### config.mk
export PLATFORM = sky130hd
export DESIGN_NAME = bmfe_encoder
export DESIGN_NICKNAME = d
export VERILOG_FILES = /design/src/bmfe_pkg.sv /design/src/bmfe_encoder.sv /design/src/bmfe_unit_timer.sv
export SDC_FILE = /design/constraint.sdc
export NUM_CORES = 1
export LEC_CHECK = 0
export ABC_AREA = 1
export BUFFER_PORTS_ARGS = -buffer_cell sky130_fd_sc_hd__buf_2
export CAP_MARGIN = 10
export CORE_MARGIN = 2
export CORE_UTILIZATION = 40
export DETAILED_ROUTE_END_ITERATION = 12
export PLACE_DENSITY = 0.61
export SYNTH_ARGS = -nofsm -noshare
export SYNTH_HDL_FRONTEND = slang
export SYNTH_SLANG_ARGS = --single-unit
### constraint.sdc
create_clock -name clk_i -period 3.2 [get_ports clk_i]
set_input_delay 0.8 -clock clk_i [delete_from_list [all_inputs] [get_ports clk_i]]
set_output_delay 0.8 -clock clk_i [all_outputs]
set_load 0.005 [all_outputs]
### src/bmfe_pkg.sv
// Package of constants for the biphase-mark frame encoder
package bmfe_pkg;

  // ****************************************************************
  // Frame layout
  // ****************************************************************
  localparam int PAYLOAD_BITS = 14;
  localparam int READING_BITS = 12;
  localparam int GAP_UNITS = 8;
  localparam int FRAME_UNITS = 24;
  localparam int PART_REPEATS = 2;
  localparam logic [4:0] SLOT_PARITY = 5'h0F;
  localparam logic [4:0] SLOT_LAST = 5'h17;

  // ****************************************************************
  // Timing at the 50 MHz clock
  // ****************************************************************
  localparam int CLK_HZ = 50000000;
  localparam int FAST_UNIT_US = 40;
  localparam int SLOW_UNIT_US = 3200;
  localparam int FAST_UNIT_CYC = FAST_UNIT_US * (CLK_HZ / 1000000);
  localparam int SLOW_UNIT_CYC = SLOW_UNIT_US * (CLK_HZ / 1000000);
  localparam int MID_PERCENT = 65;
  localparam int CNT_W = 18;

  // ****************************************************************
  // Levels and reset values
  // ****************************************************************
  localparam logic IDLE_LEVEL = 1'b1;
  localparam logic [13:0] PAYLOAD_RST = 14'h0000;
  localparam logic [4:0] SLOT_RST = 5'h00;
  localparam logic [1:0] PART_RST = 2'h0;

endpackage

### src/bmfe_encoder.sv
// Biphase-mark frame encoder: sync, 14-bit payload, parity, quiet gap
`timescale 1ns/1ns

// Functional notes
// RULE1 - Frame starts with sync bit setting unit period, then 14 payload bits, then parity.
// RULE2 - After parity, output stays quiet at idle level for eight unit periods.
// RULE3 - Whole frame is 24 unit periods; frames repeat back to back.
// RULE4 - A zero bit has no transition inside its period.
// RULE5 - A one bit has one mid-bit transition between 50 and 80 percent.
// RULE6 - Output toggles at the end of every transmitted bit.
// RULE7 - Upper twelve payload bits carry the current reading.
// RULE8 - Parity is one when the count of payload zeros is even.
// RULE9 - Sync bit leaves the idle level, so it is negative.
// RULE10 - New reading is latched only at frame start.
// RULE11 - With part-number output enabled, first two frames carry the part number.
// RULE12 - Receiver discards the first frame after power-up.
// RULE13 - Undervoltage blanks output and holds it high.
// RULE14 - Undervoltage blanking acts only when configuration is locked.
// RULE15 - Unit period is selectable: 40 us or 3.2 ms.
// RULE16 - One-bit mid transition sits nominally at 65 percent.
// RULE17 - Two low payload bits are zero.
// RULE18 - Bit timing counts clock cycles to a configured terminal count.
module bmfe_encoder #(
  parameter int FAST_CYC = bmfe_pkg::FAST_UNIT_CYC,
  parameter int SLOW_CYC = bmfe_pkg::SLOW_UNIT_CYC
) (
  // Clock and reset
  input wire logic clk_i,
  input wire logic srst_i,
  // Configuration
  input wire logic slow_rate_i,
  input wire logic part_num_en_i,
  input wire logic [11:0] part_number_i,
  input wire logic cfg_locked_i,
  // Reading and supply monitor
  input wire logic [11:0] reading_i,
  input wire logic supply_low_threshold_i,
  // Open-drain output wire
  output logic line_o,
  output logic line_oe_o,
  // Status
  output logic frame_start_o,
  output logic [13:0] payload_field_o,
  output logic payload_parity_bit_o
);

  // ****************************************************************
  // Pin synchroniser and timing
  // ****************************************************************
  logic uv_meta_q;
  logic uv_sync_q;
  logic mid_w;
  logic end_w;

  // Supply monitor comes from analog, so two flops before use
  always_ff @(posedge clk_i) begin
    if (srst_i) begin
      uv_meta_q <= 1'b0;
      uv_sync_q <= 1'b0;
    end else begin
      uv_meta_q <= supply_low_threshold_i;
      uv_sync_q <= uv_meta_q;
    end
  end

  bmfe_unit_timer #(
    .FAST_CYC(FAST_CYC),
    .SLOW_CYC(SLOW_CYC)
  ) u_timer (
    .clk_i(clk_i),
    .srst_i(srst_i),
    .slow_i(slow_rate_i),
    .mid_o(mid_w),
    .end_o(end_w)
  );

  // ****************************************************************
  // Frame sequencing
  // ****************************************************************
  logic [4:0] slot_q;
  logic [4:0] slot_d;
  logic [13:0] shift_q;
  logic [13:0] shift_d;
  logic parity_q;
  logic [1:0] part_cnt_q;
  logic [1:0] part_cnt_d;
  logic level_q;
  logic level_d;
  logic [13:0] payload_q;
  wire frame_end_w;
  wire in_bits_w;
  wire cur_bit_w;
  wire use_part_w;
  wire [13:0] next_payload_w;
  wire next_parity_w;
  wire blank_w;

  // Slot 0 sync, 1..14 payload, 15 parity, 16..23 gap
  assign frame_end_w = end_w && (slot_q == bmfe_pkg::SLOT_LAST); // see RULE3
  assign slot_d = frame_end_w ? bmfe_pkg::SLOT_RST : slot_q + 5'h01;
  assign in_bits_w = (slot_q <= bmfe_pkg::SLOT_PARITY); // see RULE1
  // Sync counts as a zero bit: no mid transition, its two edges bound the period
  assign cur_bit_w = (slot_q == bmfe_pkg::SLOT_RST) ? 1'b0
                   : (slot_q == bmfe_pkg::SLOT_PARITY) ? parity_q : shift_q[13];
  assign use_part_w = part_num_en_i && (part_cnt_q != 2'(bmfe_pkg::PART_REPEATS)); // see RULE11
  assign next_payload_w = {use_part_w ? part_number_i : reading_i, 2'h0}; // see RULE7 see RULE17
  // Parity set when zero count is even: xnor of all bits with an even width
  assign next_parity_w = ~(^next_payload_w); // see RULE8
  assign part_cnt_d = (frame_end_w && use_part_w) ? part_cnt_q + 2'h1 : part_cnt_q;
  assign shift_d = frame_end_w ? next_payload_w
                 : (end_w && slot_q != bmfe_pkg::SLOT_RST) ? {shift_q[12:0], 1'b0} : shift_q;

  // Line level: mid toggle for ones, end toggle for every bit, quiet in gap
  always_comb begin
    level_d = level_q; // Gap and zero bits hold their level, see RULE2
    if (in_bits_w && mid_w && cur_bit_w) begin
      level_d = ~level_q; // see RULE5 see RULE16
    end
    if (in_bits_w && end_w) begin
      level_d = ~level_q; // see RULE6 see RULE4
    end
    if (frame_end_w) begin
      level_d = ~bmfe_pkg::IDLE_LEVEL; // see RULE9
    end
  end

  // Sequencer registers
  always_ff @(posedge clk_i) begin
    if (srst_i) begin
      slot_q <= bmfe_pkg::SLOT_LAST;
      level_q <= bmfe_pkg::IDLE_LEVEL;
      shift_q <= bmfe_pkg::PAYLOAD_RST;
      parity_q <= 1'b0;
      payload_q <= bmfe_pkg::PAYLOAD_RST;
      part_cnt_q <= bmfe_pkg::PART_RST;
    end else begin
      if (end_w) begin
        slot_q <= slot_d;
      end
      level_q <= level_d;
      shift_q <= shift_d;
      part_cnt_q <= part_cnt_d;
      if (frame_end_w) begin
        parity_q <= next_parity_w; // see RULE10
        payload_q <= next_payload_w;
      end
    end
  end

  // ****************************************************************
  // Output stage
  // ****************************************************************
  // Blanking needs lock; unlocked parts stay programmable at low supply
  assign blank_w = uv_sync_q && cfg_locked_i; // see RULE14
  // Open drain: only a low level is driven, high comes from the pull-up
  logic line_oe_q;
  always_ff @(posedge clk_i) begin
    if (srst_i) begin
      line_oe_q <= 1'b0;
    end else begin
      line_oe_q <= ~blank_w && ~level_d; // see RULE13
    end
  end
  assign line_o = 1'b0;
  assign line_oe_o = line_oe_q;
  assign frame_start_o = frame_end_w;
  assign payload_field_o = payload_q;
  assign payload_parity_bit_o = parity_q;

  // ****************************************************************
  // Checks
  // ****************************************************************
  // The gap check looks one cycle ahead, so the toggle that ends parity is not caught
  a_gap_quiet: assert property (@(posedge clk_i) disable iff (srst_i) // see RULE2
    (slot_q > bmfe_pkg::SLOT_PARITY) && !frame_end_w |=> $stable(level_q))
    else $error("Level changed during gap");
  a_sync_negative: assert property (@(posedge clk_i) disable iff (srst_i) // see RULE9
    frame_end_w |=> (level_q == ~bmfe_pkg::IDLE_LEVEL) && (slot_q == 5'h00))
    else $error("Frame did not start with low sync");
  a_end_toggle: assert property (@(posedge clk_i) disable iff (srst_i) // see RULE6
    end_w && in_bits_w |=> level_q != $past(level_q))
    else $error("No toggle at end of bit");
  a_zero_steady: assert property (@(posedge clk_i) disable iff (srst_i) // see RULE4
    in_bits_w && !cur_bit_w && !end_w |=> level_q == $past(level_q))
    else $error("Zero bit changed level");
  a_one_mid: assert property (@(posedge clk_i) disable iff (srst_i) // see RULE5
    in_bits_w && cur_bit_w && mid_w && !end_w |=> level_q != $past(level_q))
    else $error("One bit missed mid toggle");
  a_parity_even: assert property (@(posedge clk_i) disable iff (srst_i) // see RULE8
    frame_end_w |=> parity_q == ~(^payload_q))
    else $error("Parity wrong");
  a_low_zero: assert property (@(posedge clk_i) disable iff (srst_i) // see RULE17
    frame_end_w |=> payload_q[1:0] == 2'h0 && shift_q == payload_q)
    else $error("Low payload bits not zero");
  a_hold_value: assert property (@(posedge clk_i) disable iff (srst_i) // see RULE10
    !frame_end_w |=> $stable(payload_q))
    else $error("Payload changed mid frame");
  a_uv_blank: assert property (@(posedge clk_i) disable iff (srst_i) // see RULE13
    blank_w |=> !line_oe_o)
    else $error("Output driven while blanked");
  a_part_count: assert property (@(posedge clk_i) disable iff (srst_i) // see RULE11
    part_cnt_q <= 2'(bmfe_pkg::PART_REPEATS))
    else $error("Part number sent too often");

endmodule // bmfe_encoder

### src/bmfe_unit_timer.sv
// Unit bit period timer producing mid-bit and end-of-bit strobes
`timescale 1ns/1ns
module bmfe_unit_timer #(
  parameter int FAST_CYC = bmfe_pkg::FAST_UNIT_CYC,
  parameter int SLOW_CYC = bmfe_pkg::SLOW_UNIT_CYC
) (
  // Clock and reset
  input wire logic clk_i,
  input wire logic srst_i,
  // Configuration
  input wire logic slow_i,
  // Strobes
  output logic mid_o,
  output logic end_o
);

  logic [bmfe_pkg::CNT_W-1:0] cnt_q;
  logic [bmfe_pkg::CNT_W-1:0] cnt_d;
  wire [bmfe_pkg::CNT_W-1:0] last_w;
  wire [bmfe_pkg::CNT_W-1:0] mid_w;

  // Terminal and mid counts from the configured unit period
  assign last_w = slow_i ? bmfe_pkg::CNT_W'(SLOW_CYC - 1)
                         : bmfe_pkg::CNT_W'(FAST_CYC - 1); // see RULE18 see RULE15
  assign mid_w = slow_i ? bmfe_pkg::CNT_W'(SLOW_CYC * bmfe_pkg::MID_PERCENT / 100)
                        : bmfe_pkg::CNT_W'(FAST_CYC * bmfe_pkg::MID_PERCENT / 100); // see RULE16
  assign end_o = (cnt_q >= last_w);
  assign mid_o = (cnt_q == mid_w);
  assign cnt_d = end_o ? '0 : cnt_q + bmfe_pkg::CNT_W'(1);

  // Free-running counter; a rate change takes effect at once
  always_ff @(posedge clk_i) begin
    if (srst_i) begin
      cnt_q <= '0;
    end else begin
      cnt_q <= cnt_d;
    end
  end

endmodule // bmfe_unit_timer
==> impl_metrics.env <==
export IMPL_floorplan_initialDensity_pct=41.6
export IMPL_number_of_distinct_standard_cells_referenced_by_the_synthesized_netlist=38
export IMPL_p_leak_nw=1.85
export IMPL_setup_violations_final=0
export IMPL_cpLargestDelayFamily="simple AND/OR/NAND/NOR gates"
export IMPL_fin_hold_ws_ns=0.412
export IMPL_critPathBufInv=3
export IMPL_number_of_gates_on_the_worst_path_with_buffers_counted=10
export IMPL_clock_insertion_delay_at_the_later_pin_of_the_skew_report_ns=0.31
export IMPL_grt_setup_unrepaired="false"
export IMPL_boundaryPins=48
export IMPL_drive_gt1_share_pct=13.7
export IMPL_drt_iter0_drc=149
export IMPL_die_y_um=94.1
export IMPL_postSynthCellCount=507
export IMPL_cts_tree="done"
export IMPL_port_buffers=44
export IMPL_cts_sink_count=54
export IMPL_total_clock_buffers_created_by_cts=5
export IMPL_seq_area_um2=1080
export IMPL_min_period_ns=3.04
export IMPL_critical_path_max_stage_delay_ns=0.29
export IMPL_design_die_area_um2=8850
export IMPL_async_reset_ff_share_pct=0
export IMPL_remaining_drc_errors=0
export IMPL_nFillCells=864
export IMPL_grt_antenna_before_repair=0
export IMPL_drv_cap=0
export IMPL_report_final_hold_viol_count=0
export IMPL_synth_seq_cells=54
export IMPL_finish_net_count=593
export IMPL_core_area_um2=7810
export IMPL_proportion_of_synthesized_chip_area_in_sequential_cells_pct=33.3
export IMPL_multi_input_gate_area_um2=1850
export IMPL_first_global_vias=2985
export IMPL_drt_first_pass_iters=4
export IMPL_detail_route_wl_per_cell_um=11.4
export IMPL_hold_path_startpoint="uv_meta_q"
export IMPL_place_congestion=0.868
export IMPL_run_status="complete, no violations"
export IMPL_avgSynthCellArea_um2=6.40
export IMPL_grt_pass1_wl_um=12800
export IMPL_min_path_type="reg2reg"
export IMPL_power_per_cell_area_nw_per_um2=337
export IMPL_drt_wl_total_um=7440
export IMPL_area_growth_synth_to_final_pct=12.0
export IMPL_htreeDepth=2
export IMPL_cts_setup_buffers=0
export IMPL_worst_setup_path_start_kind="input port"
export IMPL_global_route_usage_total_pct=17.7
export IMPL_detail_route_vias_per_cell=4.94
export IMPL_synth_enable_flop_cells=0
export IMPL_detailroute_via_count=3217
export IMPL_antenna_cells_inserted=0
export IMPL_final_antenna_net_count=0
export IMPL_critical_path_endpoint_type="output port"
export IMPL_power_ir_vdd_worst_uv=215
export IMPL_post_cts_hold_buffer_count=0
export IMPL_clk_root_buffer_cell="sky130_fd_sc_hd__clkbuf_8"
export IMPL_fmax_ghz=0.328
export IMPL_worst_r2r_startpoint="u_timer.cnt_q[9]"
export IMPL_maximum_net_fanout_on_the_critical_path=8
export IMPL_cell_at_the_slowest_stage_of_the_critical_path="sky130_fd_sc_hd__ha_1"
export IMPL_critical_path_arrival_ns=2.24
export IMPL_rr_endpoint="payload_field_o[13]"
export IMPL_worstPathCellList="buf_2, inv_1, ha_1, a21oi_1, nand2_1, nor2_1, nor2_4, nor2_8, nor2_8, buf_2"
export IMPL_synth_yosys_warnings=0
export IMPL_crit_path_start="slow_rate_i"
export IMPL_crit_end="frame_start_o"
export IMPL_tns_ns=0
export IMPL_finish_utilization_pct=46.5
export IMPL_synth_main_ff_cell="sky130_fd_sc_hd__dfxtp_1"
export IMPL_cts_repair_resized=0
export IMPL_final_min_period_over_clock_period_pct=95.1
export IMPL_cts_root_to_sink_buffers=2
export IMPL_placementRows=32
export IMPL_clock_transition_at_the_registers_of_the_reported_paths_ns=0.08
export IMPL_register_to_register_path_setup_slack_ns=0.92
export IMPL_maximum_number_of_pins_on_one_net_before_global_route_repair=28
export IMPL_finalClockSkew_ns=0.00768
export IMPL_syn_area_um2=3250
export IMPL_r2r_worst_path_cells=12
export IMPL_hpwlAfterDp_um=5830
export IMPL_critPathKind="in2out"
export IMPL_global_route_overflow_total=0
export IMPL_die_w_um=94.1
export IMPL_worst_path_required_time_ns=2.40
export IMPL_report_final_slew_viol_count=0
[tightest hold or removal path: stages, from the launching register on]
cell and delay [ns]:
sky130_fd_sc_hd__dfxtp_1 0.31, sky130_fd_sc_hd__inv_1 0.04, sky130_fd_sc_hd__nor2_1 0.03
[through the flow]
stage               total power [mW]  worst slack [ns]  area [um^2]  cells
floorplan                      0.805             0.403         3250    509
global placement               0.846             0.201         3540    643
detailed placement             0.851             0.154         3540    643
CTS                             1.24             0.146         3630    651
global route                    1.29            0.0368         3630    651
finish                          1.22             0.155         3630    651
[cells by family after synthesis]
family	synth area share [%]
buffers and inverters	9.87
xor gates and xnor gates	1.08
AOI/OAI and AO/OA	11.9
and+or+nand+nor	38.0
adders and majority gates	5.78
DFF	33.3
other	0.116
[worst min-delay path by stage]
stage	slack, ns	cells after the start	end
CTS	0.41	2	uv_sync_q
floorplan	0.39	2	uv_sync_q
finish	0.41	2	uv_sync_q
detailed placement	0.40	2	uv_sync_q
global placement	0.39	2	uv_sync_q
global route	0.44	2	uv_sync_q
[report_power, final]
group / internal (mW) / leakage, nW / switching [mW]
clock: 0.175 / 0.0482 / 0.212
combinational: 0.0571 / 1.36 / 0.0993
sequential: 0.676 / 0.436 / 0.00358
[per-layer routing]
layer	track usage, %	up-vias	share of wire [%]
met2	30.2	54	48
met5	0	-	0
met3	2.81	6	3.1
met4	4.95	0	0.93
met1	23.2	1470	48
li1	-	1687	-
[cells in the mapped netlist, types with 3 or more instances]
cell | instances | area, um^2
sky130_fd_sc_hd__buf_2 | 5 | 25.0
sky130_fd_sc_hd__clkbuf_1 | 4 | 15.0
sky130_fd_sc_hd__nand4_1 | 8 | 50.1
sky130_fd_sc_hd__nand3_1 | 29 | 145
sky130_fd_sc_hd__nor2_1 | 41 | 154
sky130_fd_sc_hd__dfxtp_1 | 54 | 1080
sky130_fd_sc_hd__ha_1 | 15 | 188
sky130_fd_sc_hd__o21ai_0 | 14 | 70.1
sky130_fd_sc_hd__o21ai_1 | 8 | 40.0
sky130_fd_sc_hd__inv_2 | 3 | 11.3
sky130_fd_sc_hd__or2_2 | 3 | 18.8
sky130_fd_sc_hd__nand2_1 | 183 | 687
sky130_fd_sc_hd__nor3_1 | 3 | 15.0
sky130_fd_sc_hd__nand2_2 | 4 | 25.0
sky130_fd_sc_hd__nand3b_1 | 4 | 30.0
sky130_fd_sc_hd__inv_1 | 53 | 199
sky130_fd_sc_hd__a21oi_1 | 41 | 205
sky130_fd_sc_hd__buf_4 | 8 | 60.1
[layout by cell type, fill, tap and decap left out, drive strengths merged]
master / instances
a211oi: 1
inv: 57
nor4: 2
o311ai: 1
nor3b: 2
o221ai: 1
clkinv: 1
ha: 15
nand3b: 4
nand2: 187
xnor2: 2
o21ai: 22
o21bai: 1
nor3: 4
xor2: 2
clkbuf: 7
a21oi: 42
buf: 50
a31oi: 1
conb: 3
nand4: 8
dfxtp: 54
or2: 4
nor2: 46
nand3: 29
o21a: 1
o211ai: 2
[final cells by class]
class,count,share of cell area (%)
Sequential cell,54,29.8
Multi-Input combinational cell,380,51.0
Clock inverter,1,0.138
Tap cell,102,3.51
Clock buffer,7,2.38
Inverter,57,5.96
Timing Repair Buffer,50,7.30
[flip-flops by register name, indices dropped and copies added (netlist names), 2 cells and up]
register         count
u_timer.cnt_q       18
payload_field_o     12
shift_q             12
slot_q               5
part_cnt_q           2
Note: power is estimated with default switching activity, not from simulation.
